## config.mk

```make
export PLATFORM = sky130hd
export DESIGN_NAME = dcmct_core_ctrl
export DESIGN_NICKNAME = d
export VERILOG_FILES = /design/src/logic/dcmct_pkg.sv /design/src/logic/dcmct_stream_if.sv /design/src/logic/dcmct_core_ctrl.sv /design/src/logic/dcmct_fifo.sv /design/src/logic/dcmct_shuffler.sv
export SDC_FILE = /design/constraint.sdc
export NUM_CORES = 1
export LEC_CHECK = 0
export BUFFER_PORTS_ARGS = -buffer_cell sky130_fd_sc_hd__buf_2
export CAP_MARGIN = 0
export CORE_ASPECT_RATIO = 1.1
export CORE_MARGIN = 3
export CORE_UTILIZATION = 47
export CTS_CLUSTER_DIAMETER = 60
export DETAILED_ROUTE_END_ITERATION = 10
export PLACE_DENSITY = 0.64
export SYNTH_ARGS = -nofsm -noshare
export SYNTH_HDL_FRONTEND = slang
export SYNTH_SLANG_ARGS = --single-unit
```

## constraint.sdc

```tcl
create_clock -name ref_clk_in -period 5.57 [get_ports ref_clk_in]
set_input_delay 0.2785 -clock ref_clk_in [delete_from_list [all_inputs] [get_ports ref_clk_in]]
set_output_delay 0.2785 -clock ref_clk_in [all_outputs]
set_load 0.02 [all_outputs]
```

## src/logic/dcmct_pkg.sv

```systemverilog
// Purpose: shared constants and types for the converter core control block
// Assumes: 8-bit configuration registers on a 15-bit serial address space
// Notes:   sample codes are 16-bit offset binary, top four bits are segmented
package dcmct_pkg;
    // register addresses
    localparam logic [14:0] REG_PHASE_ADDR  = 15'h007F;
    localparam logic [14:0] REG_DUTY_ADDR   = 15'h0082;
    localparam logic [14:0] REG_SHUF_ADDR   = 15'h0151;
    localparam logic [14:0] REG_MODE_ADDR   = 15'h0152;
    // reset values
    localparam logic [7:0]  REG_PHASE_RST   = 8'h00;
    localparam logic [7:0]  REG_DUTY_RST    = 8'h00;
    localparam logic [7:0]  REG_SHUF_RST    = 8'h00;
    localparam logic [7:0]  REG_MODE_RST    = 8'h00;
    // writable bit masks, everything else reads zero
    localparam logic [7:0]  REG_PHASE_MASK  = 8'h3F;
    localparam logic [7:0]  REG_DUTY_MASK   = 8'hDF;
    localparam logic [7:0]  REG_SHUF_MASK   = 8'h04;
    localparam logic [7:0]  REG_MODE_MASK   = 8'h07;
    // field positions
    localparam int          DUTY_EN_BIT     = 7;
    localparam int          DUTY_OFS_EN_BIT = 6;
    localparam int          DUTY_SIGN_BIT   = 4;
    localparam int          PHASE_SIGN_BIT  = 5;
    localparam int          SHUF_EN_BIT     = 2;
    localparam int          INTERP_EN_BIT   = 2;
    // core update modes
    localparam logic [1:0]  MODE_NRZ        = 2'h0;
    localparam logic [1:0]  MODE_MIX        = 2'h1;
    localparam logic [1:0]  MODE_ZERO_HALF  = 2'h2;
    // datapath sizes
    localparam int          SAMPLE_W        = 16;
    localparam int          MSB_W           = 4;
    localparam int          SEG_N           = 15;
    localparam int          LSB_W           = 12;
    localparam int          FIFO_DEPTH      = 4;
    localparam logic [15:0] CORE_ZERO_CODE  = 16'h0000;
    localparam logic [7:0]  LFSR_SEED       = 8'h01;
    // serial port framing
    localparam logic [4:0]  SPI_INSTR_LAST  = 5'h0F;
    localparam logic [4:0]  SPI_DATA_LAST   = 5'h07;

    typedef enum logic [2:0] {
        SPI_IDLE  = 3'h1,
        SPI_INSTR = 3'h2,
        SPI_DATA  = 3'h4
    } dcmct_spi_state_t;
endpackage : dcmct_pkg

```

## src/logic/dcmct_stream_if.sv

```systemverilog
// Purpose: valid/ready sample stream between the block's own modules
// Assumes: single clock domain
// Notes:   data is held by the source while valid is high and ready low
`timescale 1ns/10ps
interface dcmct_stream_if #(parameter int W = 16);
    logic         valid;
    logic         ready;
    logic [W-1:0] data;
    modport src (output valid, output data, input ready);
    modport snk (input valid, input data, output ready);
endinterface : dcmct_stream_if

```

## src/logic/dcmct_core_ctrl.sv

```systemverilog
// Purpose: core update scheme, clock duty and phase trims, shuffle control
// Assumes: one ref_clk_in cycle is one half period of the converter clock
// Notes:   configuration over a four-wire serial port, 16-bit instruction
`timescale 1ns/10ps
module dcmct_core_ctrl
    import dcmct_pkg::*;
(
    input  wire logic                ref_clk_in,
    input  wire logic                rst_n_in,
    input  wire logic                spi_sclk_in,
    input  wire logic                spi_csn_in,
    input  wire logic                spi_sdi_in,
    output logic                     spi_sdo_out,
    output logic                     spi_sdo_oe_out,
    input  wire logic                sample_valid_in,
    input  wire logic [SAMPLE_W-1:0] sample_data_in,
    output logic                     sample_ready_out,
    output logic      [SAMPLE_W-1:0] core_code_out,
    output logic                     switch_pair_a_en_out,
    output logic                     switch_pair_b_en_out,
    output logic      [SEG_N-1:0]    msb_segments_out,
    output logic      [LSB_W-1:0]    lsb_bits_out,
    output logic                     duty_correct_en_out,
    output logic                     duty_offset_en_out,
    output logic                     duty_offset_neg_out,
    output logic      [3:0]          duty_offset_mag_out,
    output logic      [4:0]          clk_pos_cap_steps_out,
    output logic      [4:0]          clk_neg_cap_steps_out
);
    typedef struct packed {
        // serial port: sync stages are {csn, sclk, sdi}
        logic [2:0]       sync1;
        logic [2:0]       sync2;
        logic             sclk_prev;
        dcmct_spi_state_t spi_state;
        logic [4:0]       bit_cnt;
        logic [15:0]      shift_in;
        logic [7:0]       shift_out;
        logic             rd;
        logic [14:0]      addr;
        logic             sdo;
        logic             sdo_oe;
        // configuration registers
        logic [7:0]       phase_reg;
        logic [7:0]       duty_reg;
        logic [7:0]       shuf_reg;
        logic [7:0]       mode_reg;
        // core update
        logic             half;
        logic [15:0]      sample;
        logic [15:0]      core_code;
        logic             pair_a;
        logic             pair_b;
        // trims
        logic             duty_en;
        logic             duty_ofs_en;
        logic             duty_neg;
        logic [3:0]       duty_mag;
        logic [4:0]       cap_pos;
        logic [4:0]       cap_neg;
    } dcmct_core_state_t;

    dcmct_core_state_t st;
    dcmct_core_state_t nx;
    logic              sclk_rise;
    logic              sclk_fall;
    logic [15:0]       instr_word;
    logic [7:0]        data_byte;

    dcmct_stream_if #(.W(SAMPLE_W)) in_if ();
    dcmct_stream_if #(.W(SAMPLE_W)) out_if ();

    assign in_if.valid      = sample_valid_in;
    assign in_if.data       = sample_data_in;
    assign sample_ready_out = in_if.ready;
    // samples are taken only at the rising half; a dry buffer repeats the last one
    assign out_if.ready     = !st.half;

    dcmct_fifo #(
        .W     (SAMPLE_W),
        .DEPTH (FIFO_DEPTH)
    ) u_fifo (
        .ref_clk_in (ref_clk_in),
        .rst_n_in   (rst_n_in),
        .in_s       (in_if),
        .out_s      (out_if)
    );

    dcmct_shuffler u_shuffler (
        .code_in          (nx.core_code),
        .shuffle_en_in    (st.shuf_reg[SHUF_EN_BIT]),
        .ref_clk_in       (ref_clk_in),
        .rst_n_in         (rst_n_in),
        .msb_segments_out (msb_segments_out),
        .lsb_bits_out     (lsb_bits_out)
    );

    // read-back of a register; unmapped addresses and spare bits give zero
    function automatic logic [7:0] reg_read(input dcmct_core_state_t s, input logic [14:0] a);
        logic [7:0] d;
        d = 8'h00;
        unique case (a)
            REG_PHASE_ADDR: d = s.phase_reg;
            REG_DUTY_ADDR:  d = s.duty_reg;
            REG_SHUF_ADDR:  d = s.shuf_reg;
            REG_MODE_ADDR:  d = s.mode_reg;
            default:        d = 8'h00;
        endcase
        return d;
    endfunction : reg_read

    // rounded-down midpoint of two codes, used by the two-times filter
    function automatic logic [15:0] midpoint(input logic [15:0] a, input logic [15:0] b);
        logic [16:0] s;
        s = {1'b0, a} + {1'b0, b};
        return s[16:1];
    endfunction : midpoint

    // edge detect looks only at the second sync stage and its delayed copy
    assign sclk_rise  = st.sync2[1] & !st.sclk_prev;
    assign sclk_fall  = !st.sync2[1] & st.sclk_prev;
    assign instr_word = {st.shift_in[14:0], st.sync2[0]};
    assign data_byte  = {st.shift_in[6:0], st.sync2[0]};

    // serial port: instruction bit 15 set means read, bits 14:0 the address
    always_comb begin
        nx           = st;
        nx.sync1     = {spi_csn_in, spi_sclk_in, spi_sdi_in};
        nx.sync2     = st.sync1;
        nx.sclk_prev = st.sync2[1];
        if (st.sync2[2]) begin
            nx.spi_state = SPI_IDLE;
            nx.sdo_oe    = 1'b0;
            nx.bit_cnt   = 5'h00;
        end else begin
            unique case (st.spi_state)
                SPI_IDLE: begin
                    nx.spi_state = SPI_INSTR;
                    nx.bit_cnt   = 5'h00;
                end
                SPI_INSTR: begin
                    if (sclk_rise) begin
                        nx.shift_in = instr_word;
                        nx.bit_cnt  = st.bit_cnt + 5'h01;
                        if (st.bit_cnt == SPI_INSTR_LAST) begin
                            nx.rd        = instr_word[15];
                            nx.addr      = instr_word[14:0];
                            nx.shift_out = reg_read(st, instr_word[14:0]);
                            nx.bit_cnt   = 5'h00;
                            nx.spi_state = SPI_DATA;
                        end
                    end
                end
                SPI_DATA: begin
                    if (sclk_fall && st.rd) begin
                        nx.sdo       = st.shift_out[7];
                        nx.sdo_oe    = 1'b1;
                        nx.shift_out = {st.shift_out[6:0], 1'b0};
                    end
                    if (sclk_rise) begin
                        nx.shift_in = instr_word;
                        nx.bit_cnt  = st.bit_cnt + 5'h01;
                        if (st.bit_cnt == SPI_DATA_LAST) begin
                            nx.bit_cnt   = 5'h00;
                            nx.shift_out = reg_read(st, st.addr);
                            if (!st.rd) begin
                                unique case (st.addr)
                                    REG_PHASE_ADDR: nx.phase_reg = data_byte & REG_PHASE_MASK;
                                    REG_DUTY_ADDR:  nx.duty_reg  = data_byte & REG_DUTY_MASK;
                                    REG_SHUF_ADDR:  nx.shuf_reg  = data_byte & REG_SHUF_MASK;
                                    REG_MODE_ADDR:  nx.mode_reg  = data_byte & REG_MODE_MASK;
                                    default:        nx.addr      = st.addr;
                                endcase
                            end
                        end
                    end
                end
                default: begin
                    nx.spi_state = SPI_IDLE;
                end
            endcase
        end

        // core update: alternate halves drive alternate switch pairs
        nx.half   = !st.half;
        nx.pair_a = !st.half;
        nx.pair_b = st.half;
        if (!st.half) begin
            if (out_if.valid) begin
                nx.sample = out_if.data;
            end
            nx.core_code = out_if.valid ? out_if.data : st.sample;
        end else begin
            unique case (st.mode_reg[1:0])
                MODE_ZERO_HALF: nx.core_code = CORE_ZERO_CODE;
                MODE_MIX:       nx.core_code = ~st.sample;
                default: begin
                    // the filter output sits between this sample and the next queued one
                    if (st.mode_reg[INTERP_EN_BIT]) begin
                        nx.core_code = midpoint(st.sample, out_if.valid ? out_if.data : st.sample);
                    end else begin
                        nx.core_code = st.sample;
                    end
                end
            endcase
        end

        // trims follow the registers one cycle later
        nx.duty_en     = st.duty_reg[DUTY_EN_BIT];
        nx.duty_ofs_en = st.duty_reg[DUTY_OFS_EN_BIT];
        nx.duty_neg    = st.duty_reg[DUTY_SIGN_BIT];
        nx.duty_mag    = st.duty_reg[3:0];
        nx.cap_pos     = st.phase_reg[PHASE_SIGN_BIT] ? 5'h00 : st.phase_reg[4:0];
        nx.cap_neg     = st.phase_reg[PHASE_SIGN_BIT] ? st.phase_reg[4:0] : 5'h00;
    end

    always_ff @(posedge ref_clk_in or negedge rst_n_in) begin
        if (!rst_n_in) begin
            st           <= '0;
            st.sync1     <= 3'h7;
            st.sync2     <= 3'h7;
            st.spi_state <= SPI_IDLE;
            st.phase_reg <= REG_PHASE_RST;
            st.duty_reg  <= REG_DUTY_RST;
            st.shuf_reg  <= REG_SHUF_RST;
            st.mode_reg  <= REG_MODE_RST;
            st.pair_b    <= 1'b1;
        end else begin
            st <= nx;
        end
    end

    assign spi_sdo_out           = st.sdo;
    assign spi_sdo_oe_out        = st.sdo_oe;
    assign core_code_out         = st.core_code;
    assign switch_pair_a_en_out  = st.pair_a;
    assign switch_pair_b_en_out  = st.pair_b;
    assign duty_correct_en_out   = st.duty_en;
    assign duty_offset_en_out    = st.duty_ofs_en;
    assign duty_offset_neg_out   = st.duty_neg;
    assign duty_offset_mag_out   = st.duty_mag;
    assign clk_pos_cap_steps_out = st.cap_pos;
    assign clk_neg_cap_steps_out = st.cap_neg;

    property p_pair_alt;
        @(posedge ref_clk_in) disable iff (!rst_n_in)
        (st.pair_a ^ st.pair_b) and (st.pair_a |=> st.pair_b ##1 st.pair_a);
    endproperty
    a_pair_alt: assert property (p_pair_alt) else $error("switch pairs not alternating");

    property p_zero_half;
        @(posedge ref_clk_in) disable iff (!rst_n_in)
        (st.half && st.mode_reg[1:0] == MODE_ZERO_HALF) |=> (core_code_out == CORE_ZERO_CODE) && st.pair_b;
    endproperty
    a_zero_half: assert property (p_zero_half) else $error("falling half not zero");

    property p_mix_half;
        @(posedge ref_clk_in) disable iff (!rst_n_in)
        (st.half && st.mode_reg[1:0] == MODE_MIX) |=> (core_code_out == ~$past(core_code_out));
    endproperty
    a_mix_half: assert property (p_mix_half) else $error("falling half not complement");

    property p_hold_half;
        @(posedge ref_clk_in) disable iff (!rst_n_in)
        (st.half && st.mode_reg == REG_MODE_RST) |=> $stable(core_code_out);
    endproperty
    a_hold_half: assert property (p_hold_half) else $error("hold mode changed mid period");

    property p_interp_half;
        @(posedge ref_clk_in) disable iff (!rst_n_in)
        (st.half && st.mode_reg[1:0] == MODE_NRZ && st.mode_reg[INTERP_EN_BIT] && out_if.valid)
            |=> (core_code_out == midpoint($past(st.sample), $past(out_if.data)));
    endproperty
    a_interp_half: assert property (p_interp_half) else $error("filter half sample wrong");

    property p_duty_bits;
        @(posedge ref_clk_in) disable iff (!rst_n_in)
        $changed(st.duty_reg) |=> (duty_correct_en_out == $past(st.duty_reg[7]))
            && (duty_offset_en_out == $past(st.duty_reg[6]));
    endproperty
    a_duty_bits: assert property (p_duty_bits) else $error("duty enables not applied");

    property p_duty_offset;
        @(posedge ref_clk_in) disable iff (!rst_n_in)
        $changed(st.duty_reg) |=> ({duty_offset_neg_out, duty_offset_mag_out} == $past(st.duty_reg[4:0]));
    endproperty
    a_duty_offset: assert property (p_duty_offset) else $error("duty offset not applied");

    property p_phase_split;
        @(posedge ref_clk_in) disable iff (!rst_n_in)
        st.phase_reg[5] |=> (clk_pos_cap_steps_out == 5'h00)
            && (clk_neg_cap_steps_out == $past(st.phase_reg[4:0]));
    endproperty
    a_phase_split: assert property (p_phase_split) else $error("phase steps on wrong input");

    // spare bits, the positive phase side, the rising half, mode 11 and the read enable
    property p_spare_zero;
        @(posedge ref_clk_in) disable iff (!rst_n_in)
        ((st.phase_reg & ~REG_PHASE_MASK) | (st.duty_reg & ~REG_DUTY_MASK)
            | (st.shuf_reg & ~REG_SHUF_MASK) | (st.mode_reg & ~REG_MODE_MASK)) == 8'h00;
    endproperty
    a_spare_zero: assert property (p_spare_zero) else $error("spare bits set");

    property p_phase_pos;
        @(posedge ref_clk_in) disable iff (!rst_n_in)
        !st.phase_reg[PHASE_SIGN_BIT] |=> (clk_neg_cap_steps_out == 5'h00)
            && (clk_pos_cap_steps_out == $past(st.phase_reg[4:0]));
    endproperty
    a_phase_pos: assert property (p_phase_pos) else $error("positive steps wrong");

    property p_rise_load;
        @(posedge ref_clk_in) disable iff (!rst_n_in)
        (!st.half) |=> switch_pair_a_en_out && (core_code_out == $past(out_if.valid ? out_if.data : st.sample));
    endproperty
    a_rise_load: assert property (p_rise_load) else $error("rising half not the sample");

    property p_mode_spare;
        @(posedge ref_clk_in) disable iff (!rst_n_in)
        (st.half && st.mode_reg[1:0] != MODE_NRZ && st.mode_reg[1:0] != MODE_MIX
            && st.mode_reg[1:0] != MODE_ZERO_HALF && !st.mode_reg[INTERP_EN_BIT]) |=> $stable(core_code_out);
    endproperty
    a_mode_spare: assert property (p_mode_spare) else $error("mode 11 not held");

    property p_oe_read;
        @(posedge ref_clk_in) disable iff (!rst_n_in)
        spi_sdo_oe_out |-> st.rd && (st.spi_state == SPI_DATA);
    endproperty
    a_oe_read: assert property (p_oe_read) else $error("read enable outside read data");
endmodule : dcmct_core_ctrl

```

## src/logic/dcmct_fifo.sv

```systemverilog
// Purpose: small sample buffer in front of the core update logic
// Assumes: depth is a power of two
// Notes:   input ready is registered so it can drive a top-level port directly
`timescale 1ns/10ps
module dcmct_fifo #(
    parameter int W     = 16,
    parameter int DEPTH = 4
) (
    input  wire logic    ref_clk_in,
    input  wire logic    rst_n_in,
    dcmct_stream_if.snk  in_s,
    dcmct_stream_if.src  out_s
);
    localparam int AW = $clog2(DEPTH);

    typedef struct packed {
        logic [DEPTH-1:0][W-1:0] mem;
        logic [AW-1:0]           wr_ptr;
        logic [AW-1:0]           rd_ptr;
        logic [AW:0]             count;
        logic                    in_ready;
    } dcmct_fifo_state_t;

    dcmct_fifo_state_t st;
    dcmct_fifo_state_t nx;
    logic              push;
    logic              pop;

    assign out_s.valid = (st.count != '0);
    assign out_s.data  = st.mem[st.rd_ptr];
    assign in_s.ready  = st.in_ready;
    assign push        = in_s.valid & st.in_ready;
    assign pop         = out_s.valid & out_s.ready;

    // pointer and count update; ready drops in the same cycle the last slot fills
    always_comb begin
        nx = st;
        if (push) begin
            nx.mem[st.wr_ptr] = in_s.data;
            nx.wr_ptr         = st.wr_ptr + 1'b1;
        end
        if (pop) begin
            nx.rd_ptr = st.rd_ptr + 1'b1;
        end
        nx.count    = st.count + {{AW{1'b0}}, push} - {{AW{1'b0}}, pop};
        nx.in_ready = (nx.count < (AW+1)'(DEPTH));
    end

    always_ff @(posedge ref_clk_in or negedge rst_n_in) begin
        if (!rst_n_in) begin
            st          <= '0;
            st.in_ready <= 1'b1;
        end else begin
            st <= nx;
        end
    end
endmodule : dcmct_fifo

```

## src/logic/dcmct_shuffler.sv

```systemverilog
// Purpose: maps a core code onto segment and binary current switches
// Assumes: top bits drive equal-weight segments, low bits binary-weighted
// Notes:   rotation keeps the count of lit segments, so the output level holds
`timescale 1ns/10ps
module dcmct_shuffler
    import dcmct_pkg::*;
(
    input  wire logic [SAMPLE_W-1:0] code_in,
    input  wire logic                shuffle_en_in,
    input  wire logic                ref_clk_in,
    input  wire logic                rst_n_in,
    output logic      [SEG_N-1:0]    msb_segments_out,
    output logic      [LSB_W-1:0]    lsb_bits_out
);
    typedef struct packed {
        logic [7:0]       lfsr;
        logic [SEG_N-1:0] seg;
        logic [LSB_W-1:0] lsb;
    } dcmct_shuf_state_t;

    dcmct_shuf_state_t st;
    dcmct_shuf_state_t nx;

    function automatic logic [SEG_N-1:0] therm(input logic [MSB_W-1:0] n);
        logic [31:0] t;
        t = (32'h1 << n) - 32'h1;
        return t[SEG_N-1:0];
    endfunction : therm

    function automatic logic [SEG_N-1:0] rotl(input logic [SEG_N-1:0] v, input logic [3:0] k);
        logic [2*SEG_N-1:0] d;
        d = {v, v} << k;
        return d[2*SEG_N-1:SEG_N];
    endfunction : rotl

    // lfsr free-runs so the pattern is not tied to the data
    always_comb begin
        nx      = st;
        nx.lfsr = {st.lfsr[6:0], st.lfsr[7] ^ st.lfsr[5] ^ st.lfsr[4] ^ st.lfsr[3]};
        if (shuffle_en_in) begin
            nx.seg = rotl(therm(code_in[SAMPLE_W-1 -: MSB_W]), 4'(st.lfsr % 8'h0F));
        end else begin
            nx.seg = therm(code_in[SAMPLE_W-1 -: MSB_W]);
        end
        nx.lsb = code_in[LSB_W-1:0];
    end

    always_ff @(posedge ref_clk_in or negedge rst_n_in) begin
        if (!rst_n_in) begin
            st      <= '0;
            st.lfsr <= LFSR_SEED;
        end else begin
            st <= nx;
        end
    end

    assign msb_segments_out = st.seg;
    assign lsb_bits_out     = st.lsb;

    property p_lsb_pass;
        @(posedge ref_clk_in) disable iff (!rst_n_in)
        1'b1 |=> (lsb_bits_out == $past(code_in[LSB_W-1:0]));
    endproperty
    a_lsb_pass: assert property (p_lsb_pass) else $error("low bits were reordered");

    property p_shuffle_level;
        @(posedge ref_clk_in) disable iff (!rst_n_in)
        1'b1 |=> ($countones(msb_segments_out) == int'($past(code_in[SAMPLE_W-1 -: MSB_W])));
    endproperty
    a_shuffle_level: assert property (p_shuffle_level) else $error("segment count wrong");

    property p_shuffle_off;
        @(posedge ref_clk_in) disable iff (!rst_n_in)
        !shuffle_en_in |=> (msb_segments_out == therm($past(code_in[SAMPLE_W-1 -: MSB_W])));
    endproperty
    a_shuffle_off: assert property (p_shuffle_off) else $error("segments moved while off");
endmodule : dcmct_shuffler

```

== Word level (Yosys, flattened, before mapping) ==
Cells that the tools add are included.
Storage, ports and cells
  flip-flop bits (word level): 231
  latch bits: 0
  memory bits (writable): 0
  memory bits (read-only): 0
  output and inout bits: 65
  word-level logic and storage cells: 138
  memories kept: 0
Cells by class
  add/sub/neg operators: 7
  $mul: 0
  divide/modulo/power cells: 1
  order comparisons: 4
  equal/unequal tests: 22
  shift-type cells: 2
  mux-type cells: 35
  bitwise operators: 10
  reduce and logical (&&, ||, !) cells: 21
Operators by type and width (number)
  $mux W30: 3
  $mux W16: 5
  $bwmux W64: 1
  $pmux W8 S4: 2
  $eq A15 B9 Y1 const B: 4
  $mux W48: 1
  $pmux W23 S2: 1
  $mux W8: 5
  $mux W33: 1
  $bmux W16 S2: 1
  $demux W16 S2: 1
  $pmux W16 S2: 1
  $eq A15 B7 Y1 const B: 2
  $eq A15 B8 Y1 const B: 2
  $shl A30 B4 Y30: 1
  $mux W29: 1
  $mux W24: 1
  $reduce_and A6 Y1: 4
  $add A16 B16 Y17: 1
  $not A16 Y16: 1
  $mux W15: 1
  $mux W5: 3
  $pmux W5 S3: 1
  $shl A1 B4 Y15 const A: 1
  other kinds (33): 57

== Depth between registers and ports, before layout ==
Gate-level depths: netlist of the first run.
  depth in word-level cells: 11
  mapped depth: 25
  mapped depth without buffers: 23

== Modules after synthesis ==
Synthesis of the first run repeated with hierarchy kept, for this count alone.
Unflattened totals
  cells, all modules: 1256
  area, all modules: 13197.7 um^2
Modules (own cells, without submodules)
  dcmct_core_ctrl: instances 1, cells each 689, area an instance 6517.5 um^2, sequential area each 3113.0 um^2
  dcmct_fifo: instances 1, cells each 189, area an instance 3347.0 um^2, sequential area each 1803.0 um^2
  dcmct_shuffler: instances 1, cells each 378, area an instance 3333.2 um^2, sequential area each 877.1 um^2

== Worst setup path after synthesis of the first run ==
No wires, ideal clock.
  path type: reg-to-reg
  from: register u_fifo.st[4] in the netlist's numbering
  to: register u_shuffler.st, in the netlist u_shuffler.msb_segments_out[6]
  library setup time: 0.126 ns
  arrival: 5.341 ns
  required time: 5.444 ns
  setup slack: 0.103 ns
  stages on the path, launching flop included: 23
  path buffers: 4
  path through: dfrtp_1 buf_6 buf_1 mux4_2 nand2_1 o21ai_0 ha_1 clkbuf_1 nand4_1 inv_1 a221oi_1 and3_1 a221o_4 nor4_1 and2_1 inv_1 ha_1 inv_1 clkbuf_1 mux2i_1 a2111oi_0 nor2_1 a221o_1
RTL lines
  start: declaration: RTL line dcmct_fifo.sv:24  | dcmct_fifo_state_t st;
  start signal: assignment: RTL line dcmct_fifo.sv:54  | st <= nx;
  end signal: assignment: RTL line dcmct_shuffler.sv:53  | st <= nx;
  end: declaration: RTL line dcmct_shuffler.sv:21  | dcmct_shuf_state_t st;

==> results of run 1 <==
## power by group through the flow
| stage | logic (uW) | registers (uW) | clock network, uW |
|---|---|---|---|
| after global routing | 4260 | 2330 | 1650 |
| after detailed placement | 3800 | 2300 | 0 |
| after CTS | 3820 | 2270 | 1580 |
| after global placement | 3790 | 2290 | 0 |
| final | 3880 | 2270 | 1530 |
| after floorplan | 2930 | 2220 | 0 |
## worst paths after layout
path	startpoint	endpoint	slack (ns)	cells past startpoint
max reg2reg	u_fifo.st[1]	u_shuffler.msb_segments_out[9]	0.32	23
max in group asynchronous	rst_n_in	st[50]	3.90	3
max	u_fifo.st[1]	u_shuffler.msb_segments_out[9]	0.32	23
min	sample_data_in[6]	u_fifo.st[62]	0.03	2
min in group asynchronous	rst_n_in	st[128]	0.36	2
min reg2reg	nx[135]	data_byte[0]	0.36	0
## metrics by stage
stage	setup slack, ns	utilization, %
6_report	0.321	53.9
5_1_grt	-0.0319	53.9
4_1_cts	0.146	53.7
3_5_place_dp	0.156	50.5
3_3_place_gp	0.319	50.5
2_1_floorplan	0.103	-
## cell families (layout without fill, tap and decap cells)
kind of cell	count (synthesis)	in the layout	share of synthesized area (%)
muxes	150	150	14.5
and+or+nand+nor	347	347	13.6
buffers and inverters	170	237	7.14
DFF	219	219	42.9
xor gates and xnor gates	22	22	1.50
AOI/OAI and AO/OA	316	316	17.2
adders and majority gates	32	32	3.21
## state kept, by name, summed over array words and instances (netlist names), 7 cells and up
register and flops:
u_fifo.st 71, st 60, u_shuffler.msb_segments_out 15, nx 11
u_shuffler.lsb_bits_out 11, data_byte 8, instr_word 8, u_shuffler.nx 7
## critical path: stages, from the launching register on
cell and delay (ns):
dfrtp_1 0.41, or3_1 0.42, buf_12 0.18, o21ai_0 0.25, ha_1 0.33, a211o_1 0.31, a21oi_1 0.29, a21oi_2 0.11
o21ai_2 0.30, a221o_4 0.26, buf_4 0.16, nor3_4 0.05, nand3_1 0.08, ha_1 0.18, buf_4 0.24, nand2_1 0.14
nor3_2 0.22, nor3_1 0.10, buf_4 0.17, a221oi_2 0.31, buf_4 0.17, nor2_1 0.03, o32a_1 0.31, o31ai_1 0.07
## layer usage
layer	wire length [um]	share of wire, %	GRT usage (%)	vias up
met4	546	1.8	5.15	2
met2	14500	49	34.8	268
li1	-	-	-	4647
met1	13300	45	26.6	4744
met5	7	0.024	0	-
met3	1480	5.0	2.96	46
## layout make-up
type | instances | area [um2] | area share (%)
well taps | 352 | 440 | 3.09
flip-flops and latches | 219 | 5490 | 38.5
inverters | 48 | 183 | 1.28
repair buffers | 144 | 940 | 6.59
clock inverters | 9 | 72.6 | 0.509
clock buffers | 36 | 697 | 4.89
multi-input cells | 867 | 6430 | 45.1
## cells in the mapped netlist (8+ instances only)
master / n
clkbuf_1: 34
nor2b_1: 17
inv_1: 44
nor4_1: 11
mux2_2: 117
a21oi_1: 69
nand3_1: 28
dfstp_2: 10
ha_1: 28
mux4_2: 12
dfrtp_1: 209
xnor2_1: 17
a21o_1: 8
mux2i_1: 17
nand2_1: 102
buf_4: 61
a211oi_1: 12
buf_2: 17
nor3_1: 26
o21ai_0: 89
a22oi_1: 8
nand2b_1: 13
and3_1: 15
o211ai_1: 15
and2_1: 17
nor2_1: 81
## timing repair
item | CTS | global route
hold endpoints to repair | 105 | 0
buffers inserted | 0 | 1
gates resized for setup | 0 | 9
endpoints found under the setup margin | 0 | 15
hold buffers | 9 | 0
==> metrics.yaml, run 1 <==
run_status:
  status: "finished, final reports clean"
placement:
  dp_cells: 1620
  gp_congestion: 0.954
  port_buffers: 86
  post-dp-hpwl_mm: 20.6
  place_area_um2: 13400
sta:
  drv_slew: 0
  max-slew-margin-rel_pct: 19.3
  finalSetupViolCount: 0
  fmax_ghz: 0.191
  whs_ns: 0.0288
  timing.final.crit_period_ns: 5.25
  clock_skew_ns: 0.0336
  fin_crit_sh_pct: 94.2
  hold_viol: 0
  worstMarginPinSlew_ns: 1.20
  tns_ns: 0
pwr:
  comb_power_share_pct: 50.5
  p_int_uw: 4620
  fin_total_pwr_uw: 7680
  switching_share_pct: 39.9
  irDropWorstVdd_v: 0.000329
  leakagePower_uw: 0.00647
  switchingPower_uw: 3070
  p_clk_share_pct: 19.9
  pwr-share-seq_pct: 29.6
  power_density_nw_per_um2: 539
layout:
  fin_nets: 1357
  fin_cells: 1675
  final_area_um2: 14300
  antennaDiodeCount: 0
  area_growth_syn_to_layout_pct: 11.3
  layout-drive-gt1-share_pct: 27.1
  final_cell_mix: "dfrtp_1, mux2_2, nand2_1, o21ai_0, buf_2"
  fill_cells: 2369
  final_common_cell: "dfrtp_1"
clock_network:
  clockBufferDepth: 3
  cts_buffers: 25
  cts_num_sinks: 219
  h-tree-depth: 1
  clkLatencyLatePin_ns: 0.54
  root_buffer: "clkbuf_16"
  cts_tree: "done"
  clk_pin_slew_ns: 0.06
setup_path:
  cp-end-kind: "flip-flop"
  crit_type: "flip-flop to flip-flop"
  cp_data_arrival_time_ns: 5.66
  startpoint_type: "flip-flop"
  worst-path-max-fanout: 29
  cp.required_ns: 5.99
floorplanning:
  die_h_um: 179
  die_area_um2: 29300
  design.core.area_um2: 26500
  io_pins: 87
  num_rows: 62
  start_util_pct: 48.4
  dieWidth_um: 163
detailed_routing:
  wl_per_cell_um: 17.8
  antenna_left: 0
  first_pass_iters: 5
  drtIter0Drc: 582
  wl_mm: 29.8
  routed_via_density: 5.80
  drc: 0
  num_vias: 9707
synthesis:
  syn-num-nets: 1308
  yosys.area.top_type: "dfrtp_1"
  synth.top_cell.area_share_pct: 40.8
  ys_types: 96
  synth_seq_cells: 219
  synthArstFlopShare_pct: 100
  yosysSeqAreaShare_pct: 42.9
  syn_inst: 1256
  yosys-top-cells-area: "dfrtp_1, mux2_2, buf_4"
  synth_edf_count: 0
  ys_warn_count: 0
  netlist_area_um2: 12800
  synthFlopType: "dfrtp_1"
  synth.avg_cell_area_um2: 10.2
run:
  cap_viol_max_count: 0
grt:
  grt_pass1_vias: 9552
  grtUsageTotal_pct: 20.1
  overflow: 0
  grt_max_degree: 100
  grt_pass1_wl_mm: 48.7
  grt_antenna_before_repair: 1
worst_hold_path:
  hold_class: "input port to flip-flop"
(Power assumes the default switching activity.)
==> inputs of run 2 (changes only) <==
--- a/config.mk
+++ b/config.mk
@@ -10,6 +10,7 @@
 export CORE_ASPECT_RATIO = 1.1
 export CORE_MARGIN = 3
 export CORE_UTILIZATION = 47
+export CTS_BUF_LIST = sky130_fd_sc_hd__clkbuf_16
 export CTS_CLUSTER_DIAMETER = 60
 export DETAILED_ROUTE_END_ITERATION = 10
 export PLACE_DENSITY = 0.64
==> run 2 against run 1 <==
Effect of this change:
- first-iteration DRC count increased by 9.3%
- cell count barely moved
- sequential share of layout area is 0.054 points higher
- count of clock-buffer cells in the layout down 11
- non-clock buffer count rose by 1
- wire length is essentially flat
- critical path type unchanged
- largest power group unchanged
==> metrics.yaml, run 2 (synthesized netlist as in run 1, its figures left out) <==
run_status:
  status: "finished, final reports clean"
layout:
  antennaDiodeCount: 0
  fin_nets: 1358
  layout-drive-gt1-share_pct: 26.9
  area_growth_syn_to_layout_pct: 11.2
  seq_area_um2: 5490
  final_cell_mix: "dfrtp_1, mux2_2, nand2_1, o21ai_0, buf_2"
  top_register: "u_fifo.st"
  final_common_cell: "dfrtp_1"
  multiInputGateArea_um2: 6430
  largest_reg_flops: 71
  fill_cells: 2374
  fin_cells: 1676
setup_path:
  crit_family: "compound AO/OA/AOI/OAI gates"
  worstPathCellList: "buf_12 -> mux4_1 -> nand2_1 -> o21ai_0 -> buf_4 -> ha_1 -> o2111ai_2 -> a211oi_2 -> mux2i_1 -> a21o_1 -> inv_2 -> nor4_4 -> and2_1 -> inv_1 -> ha_1 -> inv_1 -> buf_6 -> nor2_1 -> maj3_1 -> a221oi_2 -> o32ai_1 -> a222oi_1"
  startpoint_type: "flip-flop"
  crit_type: "flip-flop to flip-flop"
  slowest_delay_ns: 0.61
  cp_data_arrival_time_ns: 5.64
  cp.required_ns: 5.97
  cp-end-kind: "flip-flop"
  path_buf_inv: 6
  worst-path-max-fanout: 14
  slowest_stage: "mux4_1"
grt:
  grt_antenna_before_repair: 1
  grtUsageTotal_pct: 20.1
  grt_pass1_vias: 9555
  overflow: 0
  grt_pass1_wl_mm: 48.7
  grt_max_degree: 100
detailed_routing:
  routed_via_density: 5.79
  num_vias: 9704
  wl_mm: 29.8
  first_pass_iters: 5
  antenna_left: 0
  wl_per_cell_um: 17.8
  drc: 0
  drtIter0Drc: 636
sta:
  fmax_ghz: 0.191
  drv_slew: 0
  finalSetupViolCount: 0
  worstMarginPinSlew_ns: 1.23
  postLayoutSetupSlackWorst_ns: 0.326
  timing.final.crit_period_ns: 5.24
  max-slew-margin-rel_pct: 17.1
  fin_crit_sh_pct: 94.1
  hold_viol: 0
  clock_skew_ns: 0.0278
clock_network:
  clkLatencyLatePin_ns: 0.54
  cts_num_sinks: 219
  cts_buffers: 25
  clk_pin_slew_ns: 0.06
  h-tree-depth: 1
  cts_tree: "done"
  root_buffer: "clkbuf_16"
  clockBufferDepth: 3
floorplanning:
  num_rows: 62
  io_pins: 87
  die_area_um2: 29300
  die_h_um: 179
  dieWidth_um: 163
  design.core.area_um2: 26500
  start_util_pct: 48.4
placement:
  dp_cells: 1620
  post-dp-hpwl_mm: 20.6
  gp_congestion: 0.954
  dpl_worst_slack_ns: 0.156
  port_buffers: 86
pwr:
  switchingPower_uw: 3070
  p_clk_share_pct: 19.3
  comb_power_share_pct: 50.9
  pwr-share-seq_pct: 29.8
  irDropWorstVdd_v: 0.000327
  switching_share_pct: 40.2
  leakagePower_uw: 0.00649
  fin_total_pwr_uw: 7630
  power_density_nw_per_um2: 536
  p_int_uw: 4560
run:
  cap_viol_max_count: 0
worst_hold_path:
  hold_class: "input port to flip-flop"
==> run 2: metrics by stage <==
step	hold WS, ns	area, um2	TNS [ns]	utilization, %
after floorplan	-0.0171	12800	0	-
after global placement	0.347	13400	0	50.5
after detailed placement	0.349	13400	0	50.5
after CTS	0.00441	14200	0	53.7
after global routing	0.0196	14200	-0.0305	53.8
final	0.0313	14200	0	53.8
==> run 2: per-layer routing <==
metal,up-vias,GRT usage (%),part of all wire (%)
met5,-,0,0.044
met4,2,4.93,1.8
met3,47,3.12,5.6
met2,279,34.8,48
met1,4729,26.6,44
li1,4647,-,-
==> run 2: timing repair <==
item	CTS	global route
hold buffers	10	0
gates resized for setup	0	9
endpoints found under the setup margin	0	15
hold endpoints to repair	108	0
buffers inserted	0	1
==> run 2: worst paths after layout <==
path / to / slack (ns) / cells after the start / start
min: u_fifo.st[57] / 0.03 / 2 / sample_data_in[1]
max: u_shuffler.msb_segments_out[7] / 0.33 / 22 / u_fifo.st[4]
min reg2reg: data_byte[0] / 0.36 / 0 / nx[135]
max in group asynchronous: st[50] / 3.90 / 3 / rst_n_in
min in group asynchronous: st[128] / 0.36 / 2 / rst_n_in
max reg2reg: u_shuffler.msb_segments_out[7] / 0.33 / 22 / u_fifo.st[4]
==> run 2: cell type report <==
| type | count | share of cell area (%) |
|---|---|---|
| Multi-Input combinational cell | 867 | 45.2 |
| Tap cell | 352 | 3.09 |
| Clock buffer | 25 | 4.39 |
| Timing Repair Buffer | 145 | 6.67 |
| Inverter | 48 | 1.28 |
| Clock inverter | 20 | 0.800 |
| Sequential cell | 219 | 38.6 |
==> run 2: power by group through the flow <==
stage | Sequential [uW] | Combinational [uW] | Clock [uW]
6_report | 2270 | 3880 | 1480
5_1_grt | 2330 | 4260 | 1590
4_1_cts | 2270 | 3830 | 1530
3_5_place_dp | 2300 | 3800 | 0
3_3_place_gp | 2290 | 3790 | 0
2_1_floorplan | 2220 | 2930 | 0
